## src/rtl/tpg_pkg.sv

```systemverilog
// Purpose: shared constants for the three-phase gate input decoder
// Assumes: one 20 MHz clock, synchronous active-high reset
// Notes:   mode codes and the mode pin level encoding live here
package tpg_pkg;

	// ----------------------------------------------------------------
	// input scheme codes (2-bit mode field)
	// ----------------------------------------------------------------
	localparam logic [1:0] MODE_SIX_INPUT   = 2'h0;
	localparam logic [1:0] MODE_THREE_INPUT = 2'h1;
	localparam logic [1:0] MODE_SINGLE_PWM  = 2'h2;
	localparam logic [1:0] MODE_INDEPENDENT = 2'h3;

	// ----------------------------------------------------------------
	// mode pin level codes, as reported by the pin level comparator
	// ----------------------------------------------------------------
	localparam logic [1:0] PIN_LVL_GROUND  = 2'h0;
	localparam logic [1:0] PIN_LVL_RES_GND = 2'h1;
	localparam logic [1:0] PIN_LVL_OPEN    = 2'h2;
	localparam logic [1:0] PIN_LVL_RAIL    = 2'h3;

	// ----------------------------------------------------------------
	// reset values and synchroniser depth
	// ----------------------------------------------------------------
	localparam logic [5:0] GATES_RESET = 6'h00;
	localparam int         SYNC_STAGES = 3;

	// ----------------------------------------------------------------
	// commutation state patterns, direction input low
	// ----------------------------------------------------------------
	localparam logic [2:0] STATE_STOP  = 3'h0;
	localparam logic [2:0] STATE_ALIGN = 3'h7;
	localparam logic [2:0] STATE_S1    = 3'h6;
	localparam logic [2:0] STATE_S2    = 3'h4;
	localparam logic [2:0] STATE_S3    = 3'h5;
	localparam logic [2:0] STATE_S4    = 3'h1;
	localparam logic [2:0] STATE_S5    = 3'h3;
	localparam logic [2:0] STATE_S6    = 3'h2;

endpackage : tpg_pkg

```

## src/rtl/tpg_decoder.sv

```systemverilog
// Purpose: decode six logic inputs into six gate enables per input scheme
// Assumes: pins are asynchronous and pass the three-stage synchroniser
// Notes:   decode is combinational; outputs are registered for timing
`timescale 1ns/1ns
`default_nettype none

module tpg_decoder
(
	// clock and reset
	input  wire logic       CLK,
	input  wire logic       RESET,
	// configuration
	input  wire logic       HW_CONFIG,
	input  wire logic [1:0] MODE_FIELD,
	input  wire logic [1:0] MODE_PIN_LEVEL,
	input  wire logic       FREEWHEEL_SELECT,
	// phase inputs, order {C, B, A}
	input  wire logic [2:0] PHASE_HIGH_INPUT,
	input  wire logic [2:0] PHASE_LOW_INPUT,
	// gate enables, order {C, B, A}
	output var  logic [2:0] PHASE_HIGH_GATE,
	output var  logic [2:0] PHASE_LOW_GATE,
	// active scheme
	output var  logic [1:0] ACTIVE_MODE
);

	// ----------------------------------------------------------------
	// synchronised inputs
	// ----------------------------------------------------------------
	logic [2:0] high_s;     // synced high inputs
	logic [2:0] low_s;      // synced low inputs
	logic       hw_s;       // synced hardware config strap
	logic [1:0] field_s;    // synced mode field
	logic [1:0] pinlvl_s;   // synced mode pin level
	logic       fw_s;       // synced freewheel select

	// one synchroniser per asynchronous bit
	logic [11:0] raw_in;    // twelve asynchronous bits, packed
	logic [11:0] sync_out;  // filtered copies of raw_in
	assign raw_in = {FREEWHEEL_SELECT, MODE_PIN_LEVEL, MODE_FIELD, HW_CONFIG,
			PHASE_LOW_INPUT, PHASE_HIGH_INPUT};

	genvar gi;
	generate
		for (gi = 0; gi < 12; gi++)
		begin : g_sync
			tpg_sync u_sync
			(
				.clk       (CLK),
				.reset     (RESET),
				.pin_in    (raw_in[gi]),
				.level_out (sync_out[gi])
			);
		end
	endgenerate

	assign high_s   = sync_out[2:0];
	assign low_s    = sync_out[5:3];
	assign hw_s     = sync_out[6];
	assign field_s  = sync_out[8:7];
	assign pinlvl_s = sync_out[10:9];
	assign fw_s     = sync_out[11];

	// ----------------------------------------------------------------
	// mode selection
	// ----------------------------------------------------------------
	logic [1:0] mode_sel;   // decoded scheme

	// pick the source of the scheme
	always_comb
	begin
		if (hw_s)
		begin
			unique case (pinlvl_s)
				tpg_pkg::PIN_LVL_GROUND:  mode_sel = tpg_pkg::MODE_SIX_INPUT;
				tpg_pkg::PIN_LVL_RES_GND: mode_sel = tpg_pkg::MODE_THREE_INPUT;
				tpg_pkg::PIN_LVL_OPEN:    mode_sel = tpg_pkg::MODE_SINGLE_PWM;
				tpg_pkg::PIN_LVL_RAIL:    mode_sel = tpg_pkg::MODE_INDEPENDENT;
			endcase
		end
		else
		begin
			mode_sel = field_s;
		end
	end

	// ----------------------------------------------------------------
	// single-PWM commutation decode
	// ----------------------------------------------------------------
	logic       pwm;        // pwm waveform
	logic       dir;        // rotation direction
	logic       brake_n;    // active low brake
	logic [2:0] cstate;     // raw commutation state
	logic [2:0] norm_state; // state normalised to direction low
	logic [2:0] src;        // source phase {C,B,A}, one-hot except stop
	logic [2:0] snk;        // sink phase {C,B,A}, one-hot except align and stop
	logic [2:0] one_hi;     // single-PWM high gates
	logic [2:0] one_lo;     // single-PWM low gates

	always_comb
	begin
		// pwm and state bits from phase inputs
		pwm        = high_s[0];
		cstate     = {low_s[0], high_s[1], low_s[1]};
		dir        = high_s[2];
		brake_n    = low_s[2];
		norm_state = cstate;
		if (dir && cstate != tpg_pkg::STATE_STOP && cstate != tpg_pkg::STATE_ALIGN)
		begin
			norm_state = ~cstate;
		end
		unique case (norm_state)
			tpg_pkg::STATE_S1:    begin src = 3'h2; snk = 3'h4; end
			tpg_pkg::STATE_S2:    begin src = 3'h1; snk = 3'h4; end
			tpg_pkg::STATE_S3:    begin src = 3'h1; snk = 3'h2; end
			tpg_pkg::STATE_S4:    begin src = 3'h4; snk = 3'h2; end
			tpg_pkg::STATE_S5:    begin src = 3'h4; snk = 3'h1; end
			tpg_pkg::STATE_S6:    begin src = 3'h2; snk = 3'h1; end
			// align: A sources, B and C sink
			tpg_pkg::STATE_ALIGN: begin src = 3'h1; snk = 3'h6; end
			tpg_pkg::STATE_STOP:  begin src = 3'h0; snk = 3'h0; end
		endcase
		one_hi = src & {3{pwm}};
		// inverted pwm on source low gate
		// freewheel keeps it off
		// freewheel exists only on field-configured parts; pin parts rectify
		one_lo = snk | (src & {3{~pwm & ~(fw_s & ~hw_s)}});
		if (!brake_n)
		begin
			one_hi = 3'h0;
			one_lo = 3'h7;
		end
	end

	// ----------------------------------------------------------------
	// gate decode per scheme
	// ----------------------------------------------------------------
	logic [2:0] hi_nxt;     // next high gates
	logic [2:0] lo_nxt;     // next low gates

	always_comb
	begin
		unique case (mode_sel)
			tpg_pkg::MODE_SIX_INPUT:
			begin
				hi_nxt = high_s & ~low_s;
				lo_nxt = low_s & ~high_s;
			end
			tpg_pkg::MODE_THREE_INPUT:
			begin
				hi_nxt = low_s & high_s;
				lo_nxt = low_s & ~high_s;
			end
			tpg_pkg::MODE_SINGLE_PWM:
			begin
				hi_nxt = one_hi;
				lo_nxt = one_lo;
			end
			tpg_pkg::MODE_INDEPENDENT:
			begin
				hi_nxt = high_s;
				lo_nxt = low_s;
			end
		endcase
	end

	// ----------------------------------------------------------------
	// output registers
	// ----------------------------------------------------------------
	logic [2:0] hi_r;
	logic [2:0] lo_r;
	logic [1:0] mode_r;

	// register only; reset forces all gates off
	always_ff @(posedge CLK)
	begin
		if (RESET)
		begin
			hi_r   <= tpg_pkg::GATES_RESET[2:0];
			lo_r   <= tpg_pkg::GATES_RESET[5:3];
			mode_r <= tpg_pkg::MODE_SIX_INPUT;
		end
		else
		begin
			hi_r   <= hi_nxt;
			lo_r   <= lo_nxt;
			mode_r <= mode_sel;
		end
	end

	assign PHASE_HIGH_GATE = hi_r;
	assign PHASE_LOW_GATE  = lo_r;
	assign ACTIVE_MODE     = mode_r;

endmodule : tpg_decoder

`default_nettype wire

```

## src/rtl/tpg_sync.sv

```systemverilog
// Purpose: three-stage pin synchroniser with agreement filter
// Assumes: input asynchronous to CLK
// Notes:   output changes only when stages two and three agree
`timescale 1ns/1ns
`default_nettype none

module tpg_sync
(
	// clock and reset
	input  wire logic clk,
	input  wire logic reset,
	// pin and filtered level
	input  wire logic pin_in,
	output var  logic level_out
);

	// ----------------------------------------------------------------
	// stages
	// ----------------------------------------------------------------
	logic [2:0] stage_r;    // stage_r[0] read only by stage_r[1]
	logic [2:0] stage_nxt;  // next shift value
	logic       level_r;    // filtered level
	logic       level_nxt;  // next filtered level

	// shift and accept a change once stages two and three agree
	always_comb
	begin
		stage_nxt = {stage_r[1:0], pin_in};
		level_nxt = level_r;
		if (stage_r[1] == stage_r[2])
		begin
			level_nxt = stage_r[2];
		end
	end

	// registers only
	always_ff @(posedge clk)
	begin
		if (reset)
		begin
			stage_r <= 3'h0;
			level_r <= 1'b0;
		end
		else
		begin
			stage_r <= stage_nxt;
			level_r <= level_nxt;
		end
	end

	assign level_out = level_r;

endmodule : tpg_sync

`default_nettype wire

```

## config.mk

```make
export PLATFORM = sky130hd
export DESIGN_NAME = tpg_decoder
export DESIGN_NICKNAME = d
export VERILOG_FILES = /design/src/rtl/tpg_pkg.sv /design/src/rtl/tpg_decoder.sv /design/src/rtl/tpg_sync.sv
export SDC_FILE = /design/constraint.sdc
export NUM_CORES = 1
export LEC_CHECK = 0
export BUFFER_PORTS_ARGS = -buffer_cell sky130_fd_sc_hd__buf_2
export CORE_AREA = 10 10 92 94
export DETAILED_ROUTE_END_ITERATION = 16
export DIE_AREA = 0 0 102 104
export HOLD_SLACK_MARGIN = 0.1
export SLEW_MARGIN = 30
export SYNTH_ARGS = -nofsm -noshare
export SYNTH_HDL_FRONTEND = slang
export SYNTH_SLANG_ARGS = --single-unit
```

## constraint.sdc

```tcl
create_clock -name CLK -period 1.9 [get_ports CLK]
set_input_delay 0.19 -clock CLK [delete_from_list [all_inputs] [get_ports CLK]]
set_output_delay 0.19 -clock CLK [all_outputs]
set_load 0.02 [all_outputs]
```

# Word level (Yosys, flattened, before mapping)
# Memory sizes are Yosys's and may differ from the RTL's.
# Index checks and enable logic that the tools add are counted.
[word_totals] reg_bits=56 latch_bits=0 ramBits=0 rom_bits=48 in_bits=14 output_inout_bits=8 n_memories=1
[classes] addsub=0 n_mul=0 n_div=0 n_lt_le_gt_ge=0 eq_ne=19 shift=0 n_mux=7 bitwise=14 reduce_logical=6
[mem_list] name="(name not given)" depth=8 word_bits=6 read_ports=1 rd_clocked_by_memory_dff=0 wr=0 line_no="tpg_decoder.sv:112" rtl="unique case (norm_state)"
[op_table] cell="$and 3x3->3" count=5
[op_table] cell="$eq 1x1->1" count=12
[op_table] cell="$pmux 3 s4" count=1
[op_table] cell="$mux 3" count=3
[op_table] cell="$not 3->3" count=3
[op_table] cell="$pmux 3 s3" count=1
[op_table] cell="$eq 2x2->1 const B" count=4
[op_table] cell="$pmux 2 s4" count=1
[op_table] cell="$eq 2x1->1 const B" count=2
[op_table] cell="$logic_not 2->1" count=2
[op_table] cell="$ne 3x3->1 const B" count=1
[op_table] cell="$not 1->1" count=3
[op_table] cell="$or 3x3->3" count=1
[op_table] cell="$reduce_bool 3->1" count=1
[op_table] cell="$and 1x1->1" count=2
[op_table] cell="$logic_and 1x1->1" count=2
[op_table] cell="$mux 2" count=1
[op_table] cell="$reduce_or 2->1" count=1

# Depth between registers and ports, before layout
# Gate-level depths: netlist of the first run.
# An unclocked memory read counts as a cell.
[depth] word_depth=9 depth_mapped=5 depth_no_buf=4

# Modules after synthesis
# From an unflattened synthesis of the first run, not the netlist that was laid out.
[hier_totals] hier_cells=190 area_unflattened_um2=1908.1
[modules_own_cells] module="tpg_sync" instances=12 cells_each=10 area_per_inst_um2=112.6 seq_area_each_um2=80.1
[modules_own_cells] module="tpg_decoder" instances=1 cells_each=70 area_per_inst_um2=556.8 seq_area_each_um2=160.2

# Worst setup path after synthesis of the first run
# Ideal clock, no wire load.
[synth_timing] path_kind="register -> register" startpoint="register g_sync[6].u_sync.level_r" endpoint="register lo_r[2] (netlist: PHASE_LOW_GATE[2])" setup_ns=0.070 arrival_ns=1.335 path_slack_ns=0.495 path_stages_with_launch=6 path_buffers=1 synth_period_minus_slack_ns=1.405 path_cell_list="dfxtp_1 -> buf_6 -> or3b_4 -> nand2_4 -> mux2_1 -> a21oi_1"
[synth_between] elab_chain_len=8
[synth_rtl] item="start, declared" line_no="tpg_sync.sv:22" rtl="logic level_r;"
[synth_rtl] item="start signal, assigned" line_no="tpg_sync.sv:47" rtl="level_r <= level_nxt;"
[synth_rtl] item="$not 1->1" line_no="tpg_decoder.sv:127" rtl="one_lo = snk | (src & {3{~pwm & ~(fw_s & ~hw_s)}});"
[synth_rtl] item="$and 1x1->1" line_no="tpg_decoder.sv:127"
[synth_rtl] item="$not 1->1" line_no="tpg_decoder.sv:127"
[synth_rtl] item="$and 1x1->1" line_no="tpg_decoder.sv:127"
[synth_rtl] item="$and 3x3->3" line_no="tpg_decoder.sv:127"
[synth_rtl] item="$or 3x3->3" line_no="tpg_decoder.sv:127"
[synth_rtl] item="$mux 3" line_no="tpg_decoder.sv:128" rtl="if (!brake_n)"
[synth_rtl] item="$pmux 3 s3 (*)" line_no="tpg_decoder.sv:143" rtl="unique case (mode_sel)"
[synth_rtl] item="end signal, assigned" line_no="tpg_decoder.sv:180" rtl="lo_r <= tpg_pkg::GATES_RESET[5:3];"
[synth_rtl] item="end signal, assigned" line_no="tpg_decoder.sv:186" rtl="lo_r <= lo_nxt;"
[synth_rtl] item="end, declared" line_no="tpg_decoder.sv:171" rtl="logic [2:0] lo_r;"
# Mark *: on every way between the ends. The rest lies on a longest branch, timed or not.
# A chain may end at the register's enable or synchronous reset.

# Worst setup path in the final report of the first run
[layout_timing] startpoint="register g_sync[4].u_sync.level_r" endpoint="register lo_r[0] (netlist: PHASE_LOW_GATE[0])"
[layout_between] elab_chain_len=9
[layout_rtl] item="start, declared" line_no="tpg_sync.sv:22"
[layout_rtl] item="start signal, assigned" line_no="tpg_sync.sv:47"
[layout_rtl] item="$reduce_bool 3->1" line_no="tpg_decoder.sv:108" rtl="if (dir && cstate != tpg_pkg::STATE_STOP && cstate != tpg_pkg::STATE_ALIGN)"
[layout_rtl] item="$logic_and 1x1->1 (2 in series)" line_no="tpg_decoder.sv:108"
[layout_rtl] item="$mux 3 (*)" line_no="tpg_decoder.sv:108"
[layout_rtl] item="$mem_v2 8x6 (*)"
[layout_rtl] item="$and 3x3->3" line_no="tpg_decoder.sv:127"
[layout_rtl] item="$or 3x3->3 (*)" line_no="tpg_decoder.sv:127"
[layout_rtl] item="$mux 3 (*)" line_no="tpg_decoder.sv:128"
[layout_rtl] item="$pmux 3 s3 (*)" line_no="tpg_decoder.sv:143"
# Marked as above.

==> impl_metrics.py, run 1 <==
metrics = {
    "floorplan": {
        "core-area_um2": 6680,
        "rows": 30,
        "die_area_um2": 10600,
        "die_y_um": 104,
        "fp.dieW_um": 102,
        "io_pins": 22,
        "start_util_pct": 29.2,
    },
    "power": {
        "irDropWorstVdd_uv": 436,
        "comb_power_share_pct": 4.0,
        "pwr-share-clk_pct": 34.8,
        "switchingPower_uw": 455,
        "power.leakage_nw": 0.869,
        "p_per_area_nw_per_um2": 849,
        "p_int_mw": 1.53,
        "switching_share_pct": 22.9,
        "power_frac_seq_pct": 61.2,
    },
    "clock_tree": {
        "clk_latency_ns": 0.32,
        "cts.clk_slew.worst_paths_ns": 0.11,
        "cts_made_buffers": 5,
        "cts-root-buf": "clkbuf_8",
        "cts_tree": "built",
        "cts_setup_buffers": 0,
        "cts_buffer_depth": 2,
        "cts_max_level": 2,
        "clkSinkCount": 56,
    },
    "critical_path": {
        "startpoint": "g_sync[4].u_sync.level_out",
        "crit_type": "reg -> reg",
        "crit_arrival_ns": 1.74,
        "cp-start-kind": "register",
        "reg2reg_slack_ns": 0.40,
        "reg2reg_to": "PHASE_LOW_GATE[0]",
        "crit_end": "PHASE_LOW_GATE[0]",
        "required_ns": 2.14,
        "critPathMaxFanout": 11,
        "endpoint_kind": "register",
        "rr_worst_depth": 4,
        "r2r-start": "g_sync[4].u_sync.level_out",
    },
    "detailed_routing": {
        "avgViaCountPerCell": 4.35,
        "drc": 0,
        "drt-pass1-iter-count": 4,
        "wire_per_inst_um": 10.4,
        "drt_iter0_markers": 49,
        "drt-total-wl_um": 3220,
        "vias": 1339,
        "ant_nets": 0,
    },
    "final_layout": {
        "nNetsFinal": 241,
        "layout.area.seq_um2": 1120,
        "mostFrequentLayoutCells": "dfxtp_1 (56), nor2b_1 (40), buf_2 (21), a21oi_1 (17), o21ai_0 (16)",
        "final_util_pct": 35.0,
        "multi_input_area_um2": 767,
        "synthToLayoutAreaGrowth_pct": 20.2,
        "final_common_cell": "dfxtp_1",
        "fillers": 684,
        "antenna_cells": 0,
        "drive_gt1_share_pct": 17.5,
    },
    "grt": {
        "grt_pass1_wl_um": 5510,
        "grt.total_usage_pct": 6.32,
        "overflow": 0,
        "grt_max_degree": 24,
        "antenna_found_initial": 0,
        "grt_pass1_vias": 1231,
    },
    "run": {
        "maxCapViolCount": 0,
    },
    "synthesis": {
        "syn_nets": 210,
        "ys_ff_latch": 56,
        "seq_area_frac_synth_pct": 57.5,
        "synth_mux_area_share_pct": 2.38,
        "ys.flop_type": "dfxtp_1",
        "synth_top_family_by_area": "simple AND/OR/NAND/NOR gates",
        "synth_xor_xnor_area_share_pct": 0.450,
        "synth-edff-count": 0,
        "syn_inst": 196,
        "synth_fa_ha_area_share_pct": 0,
        "ys_warn_count": 0,
        "syn-cell-area_um2": 1950,
        "yosysUniqueCellTypes": 33,
        "synth-compound-area-share_pct": 14.2,
        "synth-simple-area-share_pct": 22.4,
        "syn_area_per_cell_um2": 9.94,
        "async_flop_share_pct": 0,
    },
    "placed_design": {
        "place.gp.congestion": 0.782,
        "place_hpwl_um": 2230,
        "portBuffers": 21,
    },
    "timing": {
        "fin_setup_tns_ns": 0,
        "min_period_ns": 1.50,
        "clock.fmax_mhz": 666,
        "slew-limit-headroom_pct": 70.7,
        "hold_viol": 0,
        "worst_pin_slew_ns": 0.428,
        "whs_ns": 0.234,
        "setup_viol_count_final": 0,
        "drv_slew": 0,
        "clock_skew_ns": 0.0166,
        "fin_crit_sh_pct": 79.1,
        "rsz0062_at_grt": "no",
    },
    "min_path": {
        "min_path_type": "in -> reg",
    },
    "outcome": {
        "outcome": "finished, final reports clean",
    },
}
==> power groups by stage <==
stage	Combinational [mW]	Clock [mW]	Sequential, mW
2_1_floorplan	0.0420	0	1.24
3_3_place_gp	0.0616	0	1.24
3_5_place_dp	0.0629	0	1.24
4_1_cts	0.0815	0.724	1.22
5_1_grt	0.0900	0.770	1.22
6_report	0.0801	0.690	1.22
==> worst max-delay path: stages (launching register included) <==
cell,delay [ns]
dfxtp_1,0.55
inv_1,0.19
o31ai_1,0.27
a32oi_1,0.15
a311oi_2,0.27
==> metal layers <==
layer | vias up | global-route usage (%) | wire [µm]
li1 | 722 | - | -
met1 | 576 | 7.74 | 1630
met2 | 35 | 9.04 | 1310
met3 | 6 | 2.92 | 230
met4 | 0 | 3.02 | 44
met5 | - | 0 | 0
==> sequential cells by signal, indices dropped and copies added (netlist names) <==
| register | cells |
|---|---|
| ACTIVE_MODE | 2 |
| PHASE_HIGH_GATE | 3 |
| PHASE_LOW_GATE | 3 |
| g_sync.u_sync.level_out | 12 |
| g_sync.u_sync.stage_r | 36 |
==> Yosys cell counts, drive strengths merged (3+ instances only) <==
library cell  number  share of area [%]
nand2             15                3.3
nor2b             40                 13
buf                3               0.96
o21ai             20                5.1
nor2               6                1.2
clkbuf             9                1.7
nand3b             3                1.2
dfxtp             56                 58
a21oi             18                4.8
nor3               3               0.77
==> repair_timing <==
item	in CTS	in global routing
hold buffers	12	0
resized for setup	0	0
endpoints found under the hold margin	12	0
==> area by class of cell <==
type                    count  share of cell area, %
multi-input cells         126                   32.8
clock buffers               5                   2.94
clock inverters             3                   1.23
inverters                   2                  0.321
well taps                  80                   4.28
flip-flops and latches     56                   47.9
repair buffers             36                   10.6
==> logic make-up after synthesis <==
family / after synthesis
AND/OR/NAND/NOR: 74
flip-flops: 56
AO/OA/AOI/OAI: 47
buffers and inverters: 14
multiplexers: 4
XOR/XNOR: 1
==> how the worst min path moves through the flow <==
stage / cells past startpoint / startpoint / end
finish: 2 / RESET / ACTIVE_MODE[0]
global route: 2 / RESET / ACTIVE_MODE[0]
CTS: 2 / RESET / ACTIVE_MODE[0]
detailed placement: 2 / PHASE_HIGH_INPUT[1] / g_sync[1].u_sync.stage_r[0]
global placement: 2 / MODE_PIN_LEVEL[0] / g_sync[9].u_sync.stage_r[0]
floorplan: 1 / PHASE_HIGH_INPUT[0] / g_sync[0].u_sync.stage_r[0]
==> stage by stage <==
stage	setup WS, ns	std cells	total power [mW]	instance area [µm²]
after floorplan	0.495	196	1.28	1950
after detailed placement	0.423	288	1.31	2120
after global placement	0.463	288	1.30	2120
after CTS	0.405	308	2.02	2340
final	0.398	308	1.99	2340
after global routing	0.282	308	2.08	2340
Note: power is estimated with default switching activity, not from simulation.
==> run 2, diff against run 1 <==
--- a/config.mk
+++ b/config.mk
@@ -5,10 +5,11 @@
 export SDC_FILE = /design/constraint.sdc
 export NUM_CORES = 1
 export LEC_CHECK = 0
+export ABC_AREA = 1
 export BUFFER_PORTS_ARGS = -buffer_cell sky130_fd_sc_hd__buf_2
-export CORE_AREA = 10 10 92 94
+export CORE_AREA = 10 10 93 95
 export DETAILED_ROUTE_END_ITERATION = 16
-export DIE_AREA = 0 0 102 104
+export DIE_AREA = 0 0 103 105
 export HOLD_SLACK_MARGIN = 0.1
 export SLEW_MARGIN = 30
 export SYNTH_ARGS = -nofsm -noshare
==> constraint.sdc (replaced) <==
create_clock -name CLK -period 1.3 [get_ports CLK]
set_input_delay 0.13 -clock CLK [delete_from_list [all_inputs] [get_ports CLK]]
set_output_delay 0.13 -clock CLK [all_outputs]
set_load 0.02 [all_outputs]
==> impl_metrics.py, run 2 <==
metrics = {
    "outcome": {
        "outcome": "finished, final reports clean",
    },
    "final_layout": {
        "antenna_cells": 0,
        "fin_area_um2": 2480,
        "mostFrequentLayoutCells": "dfxtp_1 (50), inv_1 (48), nor2_1 (44), buf_2 (21), a21oi_1 (19)",
        "nNetsFinal": 296,
        "synthToLayoutAreaGrowth_pct": 24.8,
        "fillers": 716,
        "drive_gt1_share_pct": 21.2,
        "final_cells": 363,
        "max_flop_register": "g_sync.u_sync.stage_r",
        "largest_reg_flops": 36,
        "final_common_cell": "dfxtp_1",
    },
    "timing": {
        "drv_slew": 0,
        "setup_viol_count_final": 0,
        "fin_crit_sh_pct": 92.6,
        "whs_ns": 0.207,
        "min_period_ns": 1.20,
        "slew-limit-headroom_pct": 79.6,
        "clock.fmax_mhz": 830,
        "clock_skew_ns": 0.00691,
        "worst_pin_slew_ns": 0.306,
        "hold_viol": 0,
    },
    "synthesis": {
        "syn-cell-area_um2": 1990,
        "async_flop_share_pct": 0,
        "synth_common_cells": "dfxtp_1 (56), inv_1 (49), nor2_1 (46)",
        "synth-edff-count": 0,
        "syn_inst": 243,
        "seq_area_frac_synth_pct": 56.4,
        "yosysUniqueCellTypes": 25,
        "ys.flop_type": "dfxtp_1",
        "ys_warn_count": 0,
        "synthTopCellsByArea": "dfxtp_1 (56%), inv_1 (9.3%), nor2_1 (8.7%)",
        "synth_top_cell_area_share_pct": 56.4,
        "syn_nets": 257,
        "syn_area_per_cell_um2": 8.18,
        "yosysMostFrequentCell": "dfxtp_1",
        "ys_ff_latch": 56,
        "synth_top_cell_by_area": "dfxtp_1",
    },
    "clock_tree": {
        "cts_setup_buffers": 0,
        "cts_buffer_depth": 2,
        "cts_made_buffers": 5,
        "cts.clk_slew.worst_paths_ns": 0.09,
        "clkSinkCount": 56,
        "cts_max_level": 2,
        "cts-root-buf": "clkbuf_8",
        "clk_latency_ns": 0.31,
        "cts_tree": "built",
    },
    "min_path": {
        "min_path_cells": 4,
        "hp-start": "RESET",
        "min_path_type": "in -> reg",
        "worstHoldEndpoint": "g_sync[11].u_sync.level_out",
    },
    "floorplan": {
        "die_area_um2": 10800,
        "start_util_pct": 29.4,
        "io_pins": 22,
        "fp.dieW_um": 103,
        "die_y_um": 105,
        "core-area_um2": 6760,
        "rows": 30,
    },
    "detailed_routing": {
        "wl_met2_um": 1460,
        "drc": 0,
        "wire_per_inst_um": 9.60,
        "wl_met3_um": 189,
        "drt_iter0_markers": 37,
        "met1Wirelength_um": 1740,
        "drt-pass1-iter-count": 4,
        "vias": 1515,
        "highest_layer": "met4",
        "ant_nets": 0,
        "avgViaCountPerCell": 4.17,
        "drt-total-wl_um": 3490,
    },
    "power": {
        "switchingPower_uw": 624,
        "power.leakage_nw": 1.06,
        "p_per_area_nw_per_um2": 1220,
        "irDropWorstVdd_uv": 553,
        "p_int_mw": 2.39,
        "comb_power_share_pct": 4.3,
        "power_frac_seq_pct": 58.8,
        "pwr-share-clk_pct": 36.9,
        "fin_total_pwr_mw": 3.02,
        "switching_share_pct": 20.7,
    },
    "critical_path": {
        "crit_arrival_ns": 1.45,
        "required_ns": 1.54,
        "cp_slowest_cell": "dfxtp_4",
        "r2r-start": "g_sync[6].u_sync.level_out",
        "reg2reg_slack_ns": 0.1,
        "rr_worst_depth": 7,
        "crit_type": "reg -> reg",
        "endpoint_kind": "register",
        "max_stage_delay_ns": 0.38,
        "critPathMaxFanout": 6,
        "reg2reg_to": "PHASE_HIGH_GATE[0]",
        "cp-start-kind": "register",
        "worstPathCellList": "o21ai_4 > inv_4 > nor2_4 > nand2_4 > clkinv_1 > nand3_1 > a21oi_2",
    },
    "grt": {
        "grt.total_usage_pct": 6.71,
        "overflow": 0,
        "grt_pass1_vias": 1379,
        "grt_pass1_wl_um": 5880,
        "antenna_found_initial": 0,
        "grt_max_degree": 26,
    },
    "placed_design": {
        "place.gp.congestion": 0.834,
        "placed_area_um2": 2200,
        "post-place-cells": 343,
        "place_hpwl_um": 2440,
        "portBuffers": 21,
    },
    "run": {
        "maxCapViolCount": 0,
    },
}
run 2: worst max-delay path by stage:
stage / startpoint / endpoint / slack [ns] / depth (start not counted)
2_1_floorplan: g_sync[6].u_sync.level_out / PHASE_LOW_GATE[2] / 0.09 / 8
3_3_place_gp: g_sync[6].u_sync.level_out / PHASE_HIGH_GATE[2] / -0.005 / 7
3_5_place_dp: g_sync[6].u_sync.level_out / PHASE_HIGH_GATE[2] / -0.01 / 7
4_1_cts: g_sync[4].u_sync.level_out / PHASE_LOW_GATE[1] / 0.05 / 10
5_1_grt: g_sync[4].u_sync.level_out / PHASE_LOW_GATE[1] / -0.01 / 10
6_report: g_sync[6].u_sync.level_out / PHASE_HIGH_GATE[0] / 0.1 / 7
run 2: final cells by class:
type / count / area (µm²) / share of cell area (%)
clock inverter: 3 / 42.5 / 1.71
multi-input combinational: 128 / 668 / 26.9
timing repair buffer: 39 / 270 / 10.9
tap: 80 / 100 / 4.03
clock buffer: 5 / 68.8 / 2.77
sequential: 56 / 1130 / 45.7
inverter: 52 / 198 / 7.97
run 2: layer usage:
layer / vias to the layer above / global-route usage, %
li1: 821 / -
met1: 661 / 7.75
met2: 26 / 10.3
met3: 7 / 2.31
met4: 0 / 4.17
met5: - / 0
run 2: kinds of logic (layout without fill, tap and decap cells):
family / count (synthesis) / count (layout) / synth area share, %
AO/OA/AOI/OAI: 39 / 39 / 11.6
AND/OR/NAND/NOR: 88 / 88 / 19.4
flip-flops: 56 / 56 / 56.4
XOR/XNOR: 1 / 1 / 0.441
buffers and inverters: 59 / 99 / 12.1
run 2: power groups by stage:
stage	clock network (mW)	registers [mW]	logic (mW)
finish	1.11	1.77	0.130
global route	1.23	1.78	0.151
CTS	1.17	1.78	0.133
detailed placement	0	1.82	0.105
global placement	0	1.82	0.102
floorplan	0	1.81	0.0729
run 2: timing repair:
item                       in CTS  in global routing
pin swaps                       0                  3
setup endpoints to repair       3                  6
hold endpoints to repair       12                  0
hold buffers                   12                  0
gates resized for setup         3                 16
run 2: metrics by stage:
| step | worst slack [ns] | util, % | setup TNS [ns] |
|---|---|---|---|
| finish | 0.0959 | 36.7 | 0 |
| global route | -0.00983 | 36.7 | -0.00983 |
| CTS | 0.0537 | 36.0 | 0 |
| detailed placement | -0.0101 | 32.5 | -0.0171 |
| global placement | -0.00540 | 32.5 | -0.00863 |
| floorplan | 0.0926 | - | 0 |
run 2: worst max-delay path: cells and delay by family, from the launching register on:
family	cells	cell delay, ns
flip-flops	1	0.38
AO/OA/AOI/OAI	2	0.32
AND/OR/NAND/NOR	3	0.31
buffers and inverters	2	0.14
